--- config.mk ---
export PLATFORM = sky130hd
export DESIGN_NAME = pci_board_window_bridge
export DESIGN_NICKNAME = d
export VERILOG_FILES = /design/src/bridge_pkg.sv /design/src/board_regs.sv /design/src/pci_board_window_bridge.sv
export SDC_FILE = /design/constraint.sdc
export NUM_CORES = 1
export LEC_CHECK = 0
export ABC_AREA = 0
export BUFFER_PORTS_ARGS = -buffer_cell sky130_fd_sc_hd__clkbuf_2
export CORE_MARGIN = 5
export CORE_UTILIZATION = 40
export CTS_CLUSTER_SIZE = 30
export DETAILED_ROUTE_END_ITERATION = 10
export SYNTH_ARGS = -nofsm -noshare
export SYNTH_HDL_FRONTEND = slang
export SYNTH_HIERARCHICAL = 1
export SYNTH_SLANG_ARGS = --single-unit
export TNS_END_PERCENT = 50
--- constraint.sdc ---
create_clock -name core_clk_i -period 4.37 [get_ports core_clk_i]
set_input_delay 0.2185 -clock core_clk_i [delete_from_list [all_inputs] [get_ports core_clk_i]]
set_output_delay 0.2185 -clock core_clk_i [all_outputs]
set_load 0.1 [all_outputs]
--- src/bridge_pkg.sv ---
// Package: shared constants, field layouts and carrier types for the PCI
// board window bridge and its board register block.
// Assumes a 32-bit PCI target clocked by the bus clock.
`default_nettype none

package bridge_pkg;

  // ---------------------------------------------------------------
  // bus commands and configuration space
  // ---------------------------------------------------------------
  localparam logic [3:0]  CMD_MEM_RD       = 4'h6;
  localparam logic [3:0]  CMD_MEM_WR       = 4'h7;
  localparam logic [3:0]  CMD_CFG_RD       = 4'hA;
  localparam logic [3:0]  CMD_CFG_WR       = 4'hB;
  localparam logic [7:0]  CFG_ID_OFS       = 8'h00;
  localparam logic [7:0]  CFG_CMD_OFS      = 8'h04;
  localparam logic [7:0]  CFG_BAR0_OFS     = 8'h10;
  localparam logic [7:0]  CFG_BAR1_OFS     = 8'h14;
  localparam int          CMD_MEM_EN_BIT   = 1;
  localparam logic [15:0] CMD_RESET        = 16'h0000;
  localparam int          WIN_ADDR_BITS    = 12;
  localparam logic [19:0] BAR_RESET        = 20'h00000;

  // ---------------------------------------------------------------
  // bridge window registers
  // ---------------------------------------------------------------
  localparam logic [11:0] BRG_WINDOW_OFS   = 12'h0C0;
  localparam logic [11:0] BRG_UNLOCK_OFS   = 12'h340;
  localparam logic [31:0] WINDOW_ADDR_MASK = 32'hFFFFFF00;
  localparam logic [31:0] WINDOW_EN_MASK   = 32'h00000080;
  localparam int          WINDOW_EN_BIT    = 7;
  localparam logic [31:0] WINDOW_RESET     = 32'h00000000;
  localparam logic [31:0] UNLOCK_KEY       = 32'h0000AEAE;

  // ---------------------------------------------------------------
  // board register map
  // ---------------------------------------------------------------
  localparam int          NUM_IFACES       = 4;
  localparam int          PORTS_PER_IFACE  = 3;
  localparam int          NUM_PORTS        = 12;
  localparam logic [1:0]  IFACE_CFG_SLOT   = 2'h3;
  localparam logic [11:0] COUNTER_ZERO_OFS         = 12'h010;
  localparam logic [11:0] CTR1_OFS         = 12'h011;
  localparam logic [11:0] CTR_CFG_OFS      = 12'h013;
  localparam logic [11:0] IRQ_ONE_OFS      = 12'h014;
  localparam logic [11:0] IRQ_TWO_OFS      = 12'h015;
  localparam logic [11:0] IRQ_CLR_OFS      = 12'h016;
  localparam logic [7:0]  BOARD_REG_RESET  = 8'h00;

  typedef struct packed {
    logic        wr;
    logic [11:0] offset;
    logic [7:0]  wdata;
  } board_req_t;

  typedef struct packed {
    logic [3:0][7:0] iface_mode;
    logic [7:0]      counter_mode;
    logic [7:0]      irq_one;
    logic [7:0]      irq_two;
  } board_cfg_t;

endpackage

`default_nettype wire

--- src/board_regs.sv ---
// Board register block behind the bridge's board window.
// Assumes one write request per cycle at most and byte offsets.
`timescale 1ns/1ps
`default_nettype none

module board_regs (
  // clock and reset
  input  wire logic                 core_clk_i,
  input  wire logic                 rstn_i,
  // request from bridge
  input  wire bridge_pkg::board_req_t req_i,
  output logic [7:0]                rdata_o,
  // board side
  input  wire logic [11:0][7:0]     port_in_i,
  input  wire logic [1:0][7:0]      counter_in_i,
  output logic [11:0][7:0]          port_out_o,
  output logic [1:0][7:0]           counter_load_o,
  output bridge_pkg::board_cfg_t    cfg_o,
  output logic                      irq_clear_o
);

  // ---------------------------------------------------------------
  // decode
  // ---------------------------------------------------------------
  // interface n at 4n, ports 0..2 then mode; 4'hF marks no data port
  function automatic logic [3:0] port_slot(input logic [11:0] ofs);
    if (ofs[11:4] == 8'h00 && ofs[1:0] != bridge_pkg::IFACE_CFG_SLOT)
      return {2'b00, ofs[3:2]} * 4'h3 + {2'b00, ofs[1:0]};
    return 4'hF;
  endfunction

  wire logic [3:0] wr_slot  = port_slot(req_i.offset);
  wire logic [3:0] rd_slot  = port_slot(req_i.offset);
  wire logic       wr_counter_zero  = req_i.wr && req_i.offset == bridge_pkg::COUNTER_ZERO_OFS;
  wire logic       wr_ctr1  = req_i.wr && req_i.offset == bridge_pkg::CTR1_OFS;

  logic [7:0] counter_mode_r;
  logic [7:0] irq_one_r;
  logic [7:0] irq_two_r;
  logic       irq_clear_r;

  // ---------------------------------------------------------------
  // storage
  // ---------------------------------------------------------------
  for (genvar i = 0; i < bridge_pkg::NUM_PORTS; i++) begin : g_port
    logic [7:0] data_r;
    always_ff @(posedge core_clk_i or negedge rstn_i) begin
      if (!rstn_i) data_r <= bridge_pkg::BOARD_REG_RESET;
      else if (req_i.wr && wr_slot == 4'(i)) data_r <= req_i.wdata;
    end
    assign port_out_o[i] = data_r;
  end

  for (genvar n = 0; n < bridge_pkg::NUM_IFACES; n++) begin : g_iface
    logic [7:0] mode_r;
    always_ff @(posedge core_clk_i or negedge rstn_i) begin
      if (!rstn_i) mode_r <= bridge_pkg::BOARD_REG_RESET;
      else if (req_i.wr && req_i.offset == 12'(4 * n + 3)) mode_r <= req_i.wdata;
    end
    assign cfg_o.iface_mode[n] = mode_r;
  end

  for (genvar k = 0; k < 2; k++) begin : g_ctr
    logic [7:0] load_r;
    always_ff @(posedge core_clk_i or negedge rstn_i) begin
      if (!rstn_i) load_r <= bridge_pkg::BOARD_REG_RESET;
      else if (k == 0 ? wr_counter_zero : wr_ctr1) load_r <= req_i.wdata;
    end
    assign counter_load_o[k] = load_r;
  end

  always_ff @(posedge core_clk_i or negedge rstn_i) begin
    if (!rstn_i) begin
      counter_mode_r <= bridge_pkg::BOARD_REG_RESET;
      irq_one_r      <= bridge_pkg::BOARD_REG_RESET;
      irq_two_r      <= bridge_pkg::BOARD_REG_RESET;
      irq_clear_r    <= 1'b0;
    end else begin
      if (req_i.wr && req_i.offset == bridge_pkg::CTR_CFG_OFS)
        counter_mode_r <= req_i.wdata;
      if (req_i.wr && req_i.offset == bridge_pkg::IRQ_ONE_OFS)
        irq_one_r <= req_i.wdata;
      if (req_i.wr && req_i.offset == bridge_pkg::IRQ_TWO_OFS)
        irq_two_r <= req_i.wdata;
      irq_clear_r <= req_i.wr && req_i.offset == bridge_pkg::IRQ_CLR_OFS;
    end
  end

  // write-only registers read back as zero; ports read their pins
  assign rdata_o = (rd_slot != 4'hF) ? port_in_i[rd_slot] :
                   (req_i.offset == bridge_pkg::COUNTER_ZERO_OFS) ? counter_in_i[0] :
                   (req_i.offset == bridge_pkg::CTR1_OFS) ? counter_in_i[1] : 8'h00;

  assign cfg_o.counter_mode = counter_mode_r;
  assign cfg_o.irq_one      = irq_one_r;
  assign cfg_o.irq_two      = irq_two_r;
  assign irq_clear_o        = irq_clear_r;
endmodule // board_regs

`default_nettype wire

--- src/pci_board_window_bridge.sv ---
// PCI target front end: configuration space, bridge window registers and
// forwarding of board-window memory accesses to the board register block.
// Assumes single-word target transfers; bursts are disconnected with data.
`timescale 1ns/1ps
`default_nettype none

module pci_board_window_bridge #(
  parameter logic [15:0] VENDOR_ID = 16'h5A5A,  // arbitrary value
  parameter logic [15:0] DEVICE_ID = 16'h0A0B   // arbitrary value
) (
  // clock and reset
  input  wire logic                 core_clk_i,
  input  wire logic                 rstn_i,
  // pci address/data and control
  input  wire logic [31:0]          ad_i,
  output logic [31:0]               ad_o,
  output logic                      ad_oe_o,
  input  wire logic [3:0]           cbe_n_i,
  input  wire logic                 frame_n_i,
  input  wire logic                 irdy_n_i,
  input  wire logic                 idsel_i,
  output logic                      devsel_n_o,
  output logic                      devsel_oe_o,
  output logic                      trdy_n_o,
  output logic                      trdy_oe_o,
  output logic                      stop_n_o,
  output logic                      stop_oe_o,
  output logic                      par_o,
  output logic                      par_oe_o,
  // board side
  input  wire logic [11:0][7:0]     port_in_i,
  input  wire logic [1:0][7:0]      counter_in_i,
  output logic [11:0][7:0]          port_out_o,
  output logic [1:0][7:0]           counter_load_o,
  output bridge_pkg::board_cfg_t    board_cfg_o,
  output logic                      irq_clear_o
);

  typedef enum logic [2:0] {ST_IDLE, ST_CLAIM, ST_XFER, ST_DRAIN, ST_TURN} tgt_state_t;

  // ---------------------------------------------------------------
  // helpers
  // ---------------------------------------------------------------
  function automatic logic [1:0] low_lane(input logic [3:0] be_n);
    if (!be_n[0]) return 2'd0;
    if (!be_n[1]) return 2'd1;
    if (!be_n[2]) return 2'd2;
    if (!be_n[3]) return 2'd3;
    return 2'd0;
  endfunction

  function automatic logic [7:0] lane_byte(input logic [31:0] d, input logic [1:0] l);
    return d[8 * l +: 8];
  endfunction

  // ---------------------------------------------------------------
  // state
  // ---------------------------------------------------------------
  tgt_state_t  state_r;
  tgt_state_t  state_nxt;
  logic        frame_q_r;
  logic [31:0] addr_r;
  logic [3:0]  cmd_r;
  logic        sel_cfg_r;
  logic        sel_brg_r;
  logic        sel_brd_r;
  logic [31:0] rdata_r;
  logic        par_r;
  logic        par_oe_r;
  logic [15:0] cmd_reg_r;
  logic [19:0] bar0_r;
  logic [19:0] bar1_r;
  logic [31:0] window_r;
  logic        key_ok_r;
  logic [7:0]  brd_rdata;

  bridge_pkg::board_req_t brd_req;

  // ---------------------------------------------------------------
  // address phase decode
  // ---------------------------------------------------------------
  wire logic mem_en     = cmd_reg_r[bridge_pkg::CMD_MEM_EN_BIT];
  wire logic addr_phase = state_r == ST_IDLE && !frame_n_i && frame_q_r;
  wire logic is_cfg     = idsel_i && ad_i[1:0] == 2'b00 &&
                          (cbe_n_i == bridge_pkg::CMD_CFG_RD || cbe_n_i == bridge_pkg::CMD_CFG_WR);
  wire logic is_mem     = mem_en &&
                          (cbe_n_i == bridge_pkg::CMD_MEM_RD || cbe_n_i == bridge_pkg::CMD_MEM_WR);
  wire logic hit_brg    = is_mem && ad_i[31:12] == bar0_r;
  wire logic hit_brd    = is_mem && ad_i[31:12] == bar1_r;
  wire logic claim_hit  = is_cfg || hit_brg || hit_brd;

  // ---------------------------------------------------------------
  // data phase decode
  // ---------------------------------------------------------------
  wire logic        xfer_done  = state_r == ST_XFER && !irdy_n_i;
  wire logic        is_write   = cmd_r[0];
  wire logic        full_word  = cbe_n_i == 4'h0;
  wire logic        cfg_wr     = xfer_done && is_write && sel_cfg_r;
  // partial writes to the bridge and the base registers are dropped
  wire logic        brg_wr     = xfer_done && is_write && sel_brg_r && full_word;
  wire logic        bar_wr     = cfg_wr && full_word;
  wire logic [11:0] win_ofs    = addr_r[11:0];
  wire logic        forward_ok = window_r[bridge_pkg::WINDOW_EN_BIT] && key_ok_r;
  wire logic [1:0]  lane       = low_lane(cbe_n_i);

  assign brd_req.wr     = xfer_done && is_write && sel_brd_r && forward_ok;
  assign brd_req.offset = {win_ofs[11:2], lane};
  assign brd_req.wdata  = lane_byte(ad_i, lane);

  logic [31:0] cfg_word;
  always_comb begin
    unique case (addr_r[7:0])
      bridge_pkg::CFG_ID_OFS:   cfg_word = {DEVICE_ID, VENDOR_ID};
      bridge_pkg::CFG_CMD_OFS:  cfg_word = {16'h0000, cmd_reg_r};
      bridge_pkg::CFG_BAR0_OFS: cfg_word = {bar0_r, 12'h000};
      bridge_pkg::CFG_BAR1_OFS: cfg_word = {bar1_r, 12'h000};
      default:                  cfg_word = 32'h00000000;
    endcase
  end

  wire logic [31:0] brg_word = (win_ofs == bridge_pkg::BRG_WINDOW_OFS) ? window_r : 32'h00000000;
  wire logic [31:0] brd_word = forward_ok ? {4{brd_rdata}} : 32'h00000000;
  wire logic [31:0] rd_word  = sel_cfg_r ? cfg_word : sel_brg_r ? brg_word : brd_word;

  // ---------------------------------------------------------------
  // target sequencer
  // ---------------------------------------------------------------
  always_comb begin
    state_nxt = state_r;
    unique case (state_r)
      ST_IDLE:  if (addr_phase && claim_hit) state_nxt = ST_CLAIM;
      ST_CLAIM: state_nxt = ST_XFER;
      ST_XFER:  if (!irdy_n_i) state_nxt = frame_n_i ? ST_TURN : ST_DRAIN;
      ST_DRAIN: if (frame_n_i) state_nxt = ST_TURN;
      ST_TURN:  state_nxt = ST_IDLE;
    endcase
  end

  always_ff @(posedge core_clk_i or negedge rstn_i) begin
    if (!rstn_i) begin
      state_r   <= ST_IDLE;
      frame_q_r <= 1'b1;
    end else begin
      state_r   <= state_nxt;
      frame_q_r <= frame_n_i;
    end
  end

  always_ff @(posedge core_clk_i or negedge rstn_i) begin
    if (!rstn_i) begin
      addr_r    <= 32'h00000000;
      cmd_r     <= 4'h0;
      sel_cfg_r <= 1'b0;
      sel_brg_r <= 1'b0;
      sel_brd_r <= 1'b0;
    end else if (addr_phase) begin
      addr_r    <= ad_i;
      cmd_r     <= cbe_n_i;
      sel_cfg_r <= is_cfg;
      sel_brg_r <= !is_cfg && hit_brg;
      sel_brd_r <= !is_cfg && !hit_brg && hit_brd;
    end
  end

  // read word is latched one cycle before it is driven
  always_ff @(posedge core_clk_i or negedge rstn_i) begin
    if (!rstn_i) begin
      rdata_r  <= 32'h00000000;
      par_r    <= 1'b0;
      par_oe_r <= 1'b0;
    end else begin
      if (state_r == ST_CLAIM) rdata_r <= rd_word;
      par_r    <= ^{ad_o, cbe_n_i};
      par_oe_r <= ad_oe_o;
    end
  end

  // ---------------------------------------------------------------
  // configuration and bridge registers
  // ---------------------------------------------------------------
  always_ff @(posedge core_clk_i or negedge rstn_i) begin
    if (!rstn_i) begin
      cmd_reg_r <= bridge_pkg::CMD_RESET;
      bar0_r    <= bridge_pkg::BAR_RESET;
      bar1_r    <= bridge_pkg::BAR_RESET;
    end else begin
      if (cfg_wr && addr_r[7:0] == bridge_pkg::CFG_CMD_OFS) begin
        if (!cbe_n_i[0]) cmd_reg_r[7:0]  <= ad_i[7:0];
        if (!cbe_n_i[1]) cmd_reg_r[15:8] <= ad_i[15:8];
      end
      // low 12 bits stay zero so sizing reads back a 4 KB window
      if (bar_wr && addr_r[7:0] == bridge_pkg::CFG_BAR0_OFS)
        bar0_r <= ad_i[31:bridge_pkg::WIN_ADDR_BITS];
      if (bar_wr && addr_r[7:0] == bridge_pkg::CFG_BAR1_OFS)
        bar1_r <= ad_i[31:bridge_pkg::WIN_ADDR_BITS];
    end
  end

  always_ff @(posedge core_clk_i or negedge rstn_i) begin
    if (!rstn_i) begin
      window_r <= bridge_pkg::WINDOW_RESET;
      key_ok_r <= 1'b0;
    end else begin
      if (brg_wr && win_ofs == bridge_pkg::BRG_WINDOW_OFS)
        window_r <= ad_i & (bridge_pkg::WINDOW_ADDR_MASK | bridge_pkg::WINDOW_EN_MASK);
      if (brg_wr && win_ofs == bridge_pkg::BRG_UNLOCK_OFS)
        key_ok_r <= ad_i == bridge_pkg::UNLOCK_KEY;
    end
  end

  // ---------------------------------------------------------------
  // pins
  // ---------------------------------------------------------------
  assign ad_o        = rdata_r;
  assign ad_oe_o     = state_r == ST_XFER && !is_write;
  assign devsel_n_o  = !(state_r == ST_CLAIM || state_r == ST_XFER || state_r == ST_DRAIN);
  assign trdy_n_o    = state_r != ST_XFER;
  // burst beyond one word: disconnect together with the first data
  assign stop_n_o    = !((state_r == ST_XFER && !frame_n_i) || state_r == ST_DRAIN);
  assign devsel_oe_o = state_r != ST_IDLE;
  assign trdy_oe_o   = state_r != ST_IDLE;
  assign stop_oe_o   = state_r != ST_IDLE;
  assign par_o       = par_r;
  assign par_oe_o    = par_oe_r;

  board_regs u_board_regs (
    .core_clk_i     (core_clk_i),
    .rstn_i         (rstn_i),
    .req_i          (brd_req),
    .rdata_o        (brd_rdata),
    .port_in_i      (port_in_i),
    .counter_in_i   (counter_in_i),
    .port_out_o     (port_out_o),
    .counter_load_o (counter_load_o),
    .cfg_o          (board_cfg_o),
    .irq_clear_o    (irq_clear_o)
  );
endmodule // pci_board_window_bridge

`default_nettype wire

# Word-level counts from Yosys, hierarchy flattened
# Index checks and enable logic that the tools add are counted.
# W data, S select, Z words.
[classes]
addsub = 1
multipliers = 1
n_div = 0
order_cmp = 1
eq_ne = 43
n_shift = 1
mux = 35
n_bitwise = 2
n_reduce_logical = 75
[op_table]
columns = ["operator", "n"]
rows = [
  ["$mux W32", 4],
  ["$pmux W32 S4", 1],
  ["$eq A12 B5 Y1 const B", 6],
  ["$logic_and A1 B1 Y1", 50],
  ["$eq A20 B20 Y1", 2],
  ["$reduce_xor A36 Y1", 1],
  ["$bmux W8 S4", 1],
  ["$eq A32 B16 Y1 const B", 1],
  ["$mux W8", 4],
  ["$shiftx A32 B6 Y8", 1],
  ["$eq A12 B4 Y1 const B", 2],
  ["$eq A4 B3 Y1 const B", 6],
  ["$eq A4 B4 Y1 const B", 6],
  ["$eq A8 B5 Y1 const B", 2],
  ["$logic_not A8 Y1", 2],
  ["$mux W2", 8],
  ["$pmux W3 S5", 1],
  ["$eq A12 B10 Y1 const B", 1],
  ["$eq A12 B2 Y1 const B", 1],
  ["$eq A12 B3 Y1 const B", 1],
  ["$eq A12 B8 Y1 const B", 1],
  ["$mux W3", 4],
  ["$mux W1", 10],
  ["$eq A4 B2 Y1 const B", 2],
  ["other kinds (22)", 41],
]
[totals]
register_bits = 305
latch_bits = 0
mem_bits_rw = 0
mem_bits_ro = 0
output_inout_bits = 210
wordCells = 197
n_memories = 0

# Depth between registers and ports, before layout
[depth]
word_depth = 21
ltp_mapped = 19
depth_no_buf = 16

# By module
# The synthesis kept the hierarchy.
[by_module_without_submodules]
columns = ["mod", "n_inst", "cells_each", "area_per_inst_um2"]
rows = [
  ["board_regs", 1, 597, 8037.7],
  ["pci_board_window_bridge", 1, 664, 7214.4],
]

# Least setup slack after synthesis
# No wires, ideal clock.
[synth_timing]
path_kind = "input-to-reg"
startpoint = "input cbe_n_i[2]"
endpoint = "register rdata_r[30], in the netlist ad_o[30]"
setup_ns = 0.073
t_arrival_ns = 3.948
t_required_ns = 4.297
setup_slack_ns = 0.350
stages = 17
cell_sequence = "ha_1 > or3_1 > clkbuf_1 > inv_2 > clkbuf_1 > fa_1 > ha_1 > fa_1 > clkbuf_1 > or4b_2 > a21oi_1 > o311ai_0 > o211ai_1 > nand2_1 > nand2_1 > a221oi_1 > nor2_1"
[synth_rtl]
columns = ["element", "line", "rtl"]
rows = [
  ["start: declaration", "pci_board_window_bridge.sv:18", "input wire logic [3:0] cbe_n_i,"],
  ["end signal: assignment", "pci_board_window_bridge.sv:172", "if (state_r == ST_CLAIM) rdata_r <= rd_word;"],
  ["end: declaration", "pci_board_window_bridge.sv:67", "logic [31:0] rdata_r;"],
]

# Final worst setup path
[layout_timing]
startpoint = "register addr_r[3]"
endpoint = "register rdata_r[7], in the netlist ad_o[7]"
[layout_between]
elab_chain_cells = 10
elab_cells_between_ends = 22
cone_classes = "add/sub (1); mul (1); eq/ne (7); mux (12); reduce/logical (1)"
[layout_rtl]
columns = ["element", "line", "rtl"]
rows = [
  ["start: declaration", "pci_board_window_bridge.sv:62", "logic [31:0] addr_r;"],
  ["start signal: assignment", "pci_board_window_bridge.sv:157", "addr_r <= ad_i;"],
  ["$mul A2 B2 Y4", "board_regs.sv:28", "return {2'b00, ofs[3:2]} * 4'h3 + {2'b00, ofs[1:0]};"],
  ["$add A4 B2 Y4", "board_regs.sv:28", ""],
  ["$mux W4", "board_regs.sv:27", "if (ofs[11:4] == 8'h00 && ofs[1:0] != bridge_pkg::IFACE_CFG_SLOT)"],
  ["$mux W4", "board_regs.sv:29", "return 4'hF;"],
  ["$bmux W8 S4", "board_regs.sv:90", "assign rdata_o = (rd_slot != 4'hF) ? port_in_i[rd_slot] :"],
  ["$mux W8 (not written as such)", "board_regs.sv:90", ""],
  ["$mux W8 *", "board_regs.sv:90", ""],
  ["via brd_rdata[7]", "pci_board_window_bridge.sv:75", "logic [7:0] brd_rdata;"],
  ["$mux W32 *", "pci_board_window_bridge.sv:122", "wire logic [31:0] brd_word = forward_ok ? {4{brd_rdata}} : 32'h00000000;"],
  ["$mux W32 * (2 in series)", "pci_board_window_bridge.sv:123", "wire logic [31:0] rd_word = sel_cfg_r ? cfg_word : sel_brg_r ? brg_word : brd_word;"],
]
# Mark *: on every way through the listed nets, which the timed path passes. The rest lies on a longest branch. The select of a mux whose other input is x is not followed.
# A chain may end at the register's enable or synchronous reset.

==> impl_metrics.yaml <==
timing:
  layout_worst_path_cycle_share: 0.846
  fin_crit_ns: 3.70
  tns_ns: 0
  max_freq_mhz: 271
  slew_headroom: 0.372
  drv_slew: 0
  worstMarginPinSlew_ns: 0.934
  finalSetupViolations: 0
  fin_ws_ns: 0.675
  rsz0062_at_grt: "no"
  hold_viol: 0
  finalClockSkew_ns: 0.0158
worst_setup_path:
  end_kind: "register"
  crit_path_max_fanout: 9
  path_class: "reg -> reg"
  r2r-start: "addr_r[3]"
  r2r-end: "ad_o[7]"
  arrival_ns: 4.16
  r2r_setup_slack_ns: 0.67
  crit_buf_inv: 1
  cpPeakStageDelay_ns: 0.58
  critical_path.top_delay_family: "simple AND/OR/NAND/NOR gates"
  cp-start-kind: "register"
  reg2reg_depth: 12
  cp_data_required_time_ns: 4.83
  path_cells: "fa_1 > ha_2 > fa_1 > nor2b_1 > and4_1 > o21ai_0 > nand4_1 > nor3b_1 > inv_1 > o21ai_0 > a221oi_1 > nor2_1"
  crit_slowest_cell: "fa_1"
clock_network:
  cts_buffers: 35
  cts_root_buf: "clkbuf_16"
  cts.clk_slew.worst_paths_ns: 0.06
  postCtsSetupBuffers: 0
  clk_latency_ns: 0.53
  cts_tree: "done"
  cts_htree_levels: 2
  cts_num_sinks: 305
  cts_buffer_depth: 3
synthesis:
  synth-seq-cells: 305
  syn_area_sq_um: 15300
  async_flop_share: 1.00
  yosysWarnings: 6
  synth_edf_count: 0
  ys_types: 77
  ys_dominant_reg_cell: "dfrtp_1"
  syn-num-nets: 1429
  synthCells: 1261
  seq_area_frac_synth: 0.500
  synth.avg_cell_area_sq_um: 12.1
final_layout:
  fillers: 3446
  utilization: 0.498
  drive_above_1_share: 0.433
  area_growth_pct: 23.0
  nets: 1766
worst_hold_path:
  hold-path-cell-count: 3
  hold_path_class: "in -> reg"
  hold_start: "idsel_i"
  hold_path_end: "sel_brg_r"
grt:
  antenna_found_initial: 5
  grt_pass1_vias: 11800
  track_usage: 0.237
  grt_pass1_wl_um: 75900
  gr-total-overflow: 0
  grt_max_degree: 113
route:
  postRouteAntennaNets: 0
  finalWirelength_um: 51300
  wl_per_cell_um: 24.0
  vias_per_cell: 5.45
  dr.pass1.iters: 5
  drtIter0Drc: 792
  drc: 0
  vias: 11600
power_and_ir_drop:
  peakVddDrop_uv: 820
  power.density_nw_per_um2: 598
  p_leak_nw: 9.72
die:
  start_util: 0.405
  io_pins: 363
  core_area_sq_um: 37700
  row_count: 71
  die_w_um: 205
  dieHeight_um: 205
  die_area_sq_um: 42100
job:
  max-cap-violations: 0
place:
  place_ws_ns: 0.269
  gp_congestion: 0.877
  port_buffers: 362
  hpwl_um: 37600
run_status:
  outcome: "finished clean"
-- registers in the layout, summed over array words and instances (netlist names), 3 cells and up --
register and count:
u_board_regs/irq_two_r 8, state_r 3, u_board_regs/g_ctr.load_r 16, ad_o 32, u_board_regs/g_iface.mode_r 32, bar1_r 20
u_board_regs/g_port.data_r 96, bar0_r 20, window_r 25, u_board_regs/counter_mode_r 8, addr_r 12, u_board_regs/irq_one_r 8
cmd_reg_r 16
-- cells in the mapped netlist (all sizes together), types with 2 or more instances --
master	n	area, sq um
nand4	17	149
fa	2	40.0
o211ai	13	97.6
nand4b	3	32.5
a2111oi	2	36.3
a21oi	24	120
xnor2	42	368
o2bb2ai	24	210
inv	37	139
nor4	11	98.8
a21o	2	15.0
nand2b	3	18.8
or4	3	33.8
mux2	268	3120
nor2b	7	43.8
mux2i	30	300
xor2	31	272
o21a	2	15.0
a31oi	40	250
dfrtp	304	7610
nor3	11	76.3
nand2	85	327
o2111ai	16	140
a22oi	3	22.5
nor3b	5	58.8
a221oi	13	114
and4	6	55.1
nand3	13	92.6
and3	12	75.1
a22o	11	96.3
or3	4	25.0
buf	26	188
clkbuf	73	277
and2	2	12.5
o21ai	16	80.1
o31ai	2	15.0
nor4b	4	35.0
o221ai	2	17.5
nor2	67	297
ha	13	163
-- worst max path at each step --
stage,startpoint,to,cells after the start
2_1_floorplan,cbe_n_i[2],ad_o[30],17
3_3_place_gp,cbe_n_i[0],ad_o[7],16
3_5_place_dp,cbe_n_i[1],ad_o[31],16
4_1_cts,addr_r[3],ad_o[7],12
5_1_grt,addr_r[3],ad_o[7],12
6_report,addr_r[3],ad_o[7],12
-- cells by family after synthesis --
kind of cell / synth area share
muxes: 0.224
DFF: 0.500
adders and majority gates: 0.0133
xor gates and xnor gates: 0.0419
and+or+nand+nor: 0.0965
AOI/OAI and AO/OA: 0.0836
buffers and inverters: 0.0398
-- repair_timing --
action                                 CTS  global route
setup endpoints to repair                0             0
endpoints found under the hold margin   90             0
hold buffers                             2             0
resized for setup                        0             0
-- worst register-to-register path, cell delays in order (launching register included) --
cell	delay, ns
dfrtp_1	0.53
fa_1	0.49
ha_2	0.20
fa_1	0.58
nor2b_1	0.19
and4_1	0.40
o21ai_0	0.18
nand4_1	0.14
nor3b_1	0.42
inv_1	0.07
o21ai_0	0.23
a221oi_1	0.08
nor2_1	0.13
-- power breakdown --
group	leakage (nW)	switching, mW	internal, mW
clock network	0.559	1.17	1.74
registers	4.16	0.348	3.09
logic	5.01	3.42	1.45
total	9.72	4.94	6.28
-- per-layer routing --
metal | part of all wire | up-vias | global-route usage
met5 | 0.0011 | - | 0
met4 | 0.028 | 10 | 0.0679
met3 | 0.082 | 81 | 0.0563
met2 | 0.47 | 483 | 0.387
met1 | 0.42 | 5872 | 0.318
li1 | - | 5200 | -
-- final cells by class --
| cell class | instances | area [sq um] | share of cell area |
|---|---|---|---|
| Tap cell | 511 | 639 | 0.0341 |
| Timing Repair Buffer | 399 | 2130 | 0.113 |
| Inverter | 38 | 143 | 0.00760 |
| Clock inverter | 9 | 114 | 0.00607 |
| Clock buffer | 53 | 1020 | 0.0546 |
| Antenna cell | 1 | 2.50 | 0.000133 |
| Multi-Input combinational cell | 819 | 7080 | 0.377 |
| Sequential cell | 305 | 7630 | 0.407 |
-- per-stage QoR --
stage | instance area (sq um) | hold WS (ns) | total power [mW] | cells
after floorplan | 15300 | -0.0771 | 7.12 | 1261
after CTS | 18800 | 0.0274 | 11.3 | 2134
after global routing | 18800 | 0.0331 | 11.8 | 2134
after detailed placement | 17600 | 0.275 | 8.37 | 2070
final | 18800 | 0.0573 | 11.2 | 2135
after global placement | 17600 | 0.277 | 8.31 | 2070
-- cell usage in the layout, fill, tap and decap left out, types with 16 or more instances in the layout --
cell type,Yosys,final
clkbuf_2,2,361
dfrtp_1,304,304
mux2_2,178,178
nand2_1,84,84
nor2_1,62,62
mux2_1,62,62
xnor2_1,42,42
clkbuf_16,0,36
inv_1,33,33
buf_4,5,33
a31oi_1,40,32
xor2_1,31,31
mux2i_1,30,30
mux2_4,28,28
o2bb2ai_1,24,24
a21oi_1,24,23
o2111ai_1,16,16
Note: power is estimated with default switching activity, not from simulation.
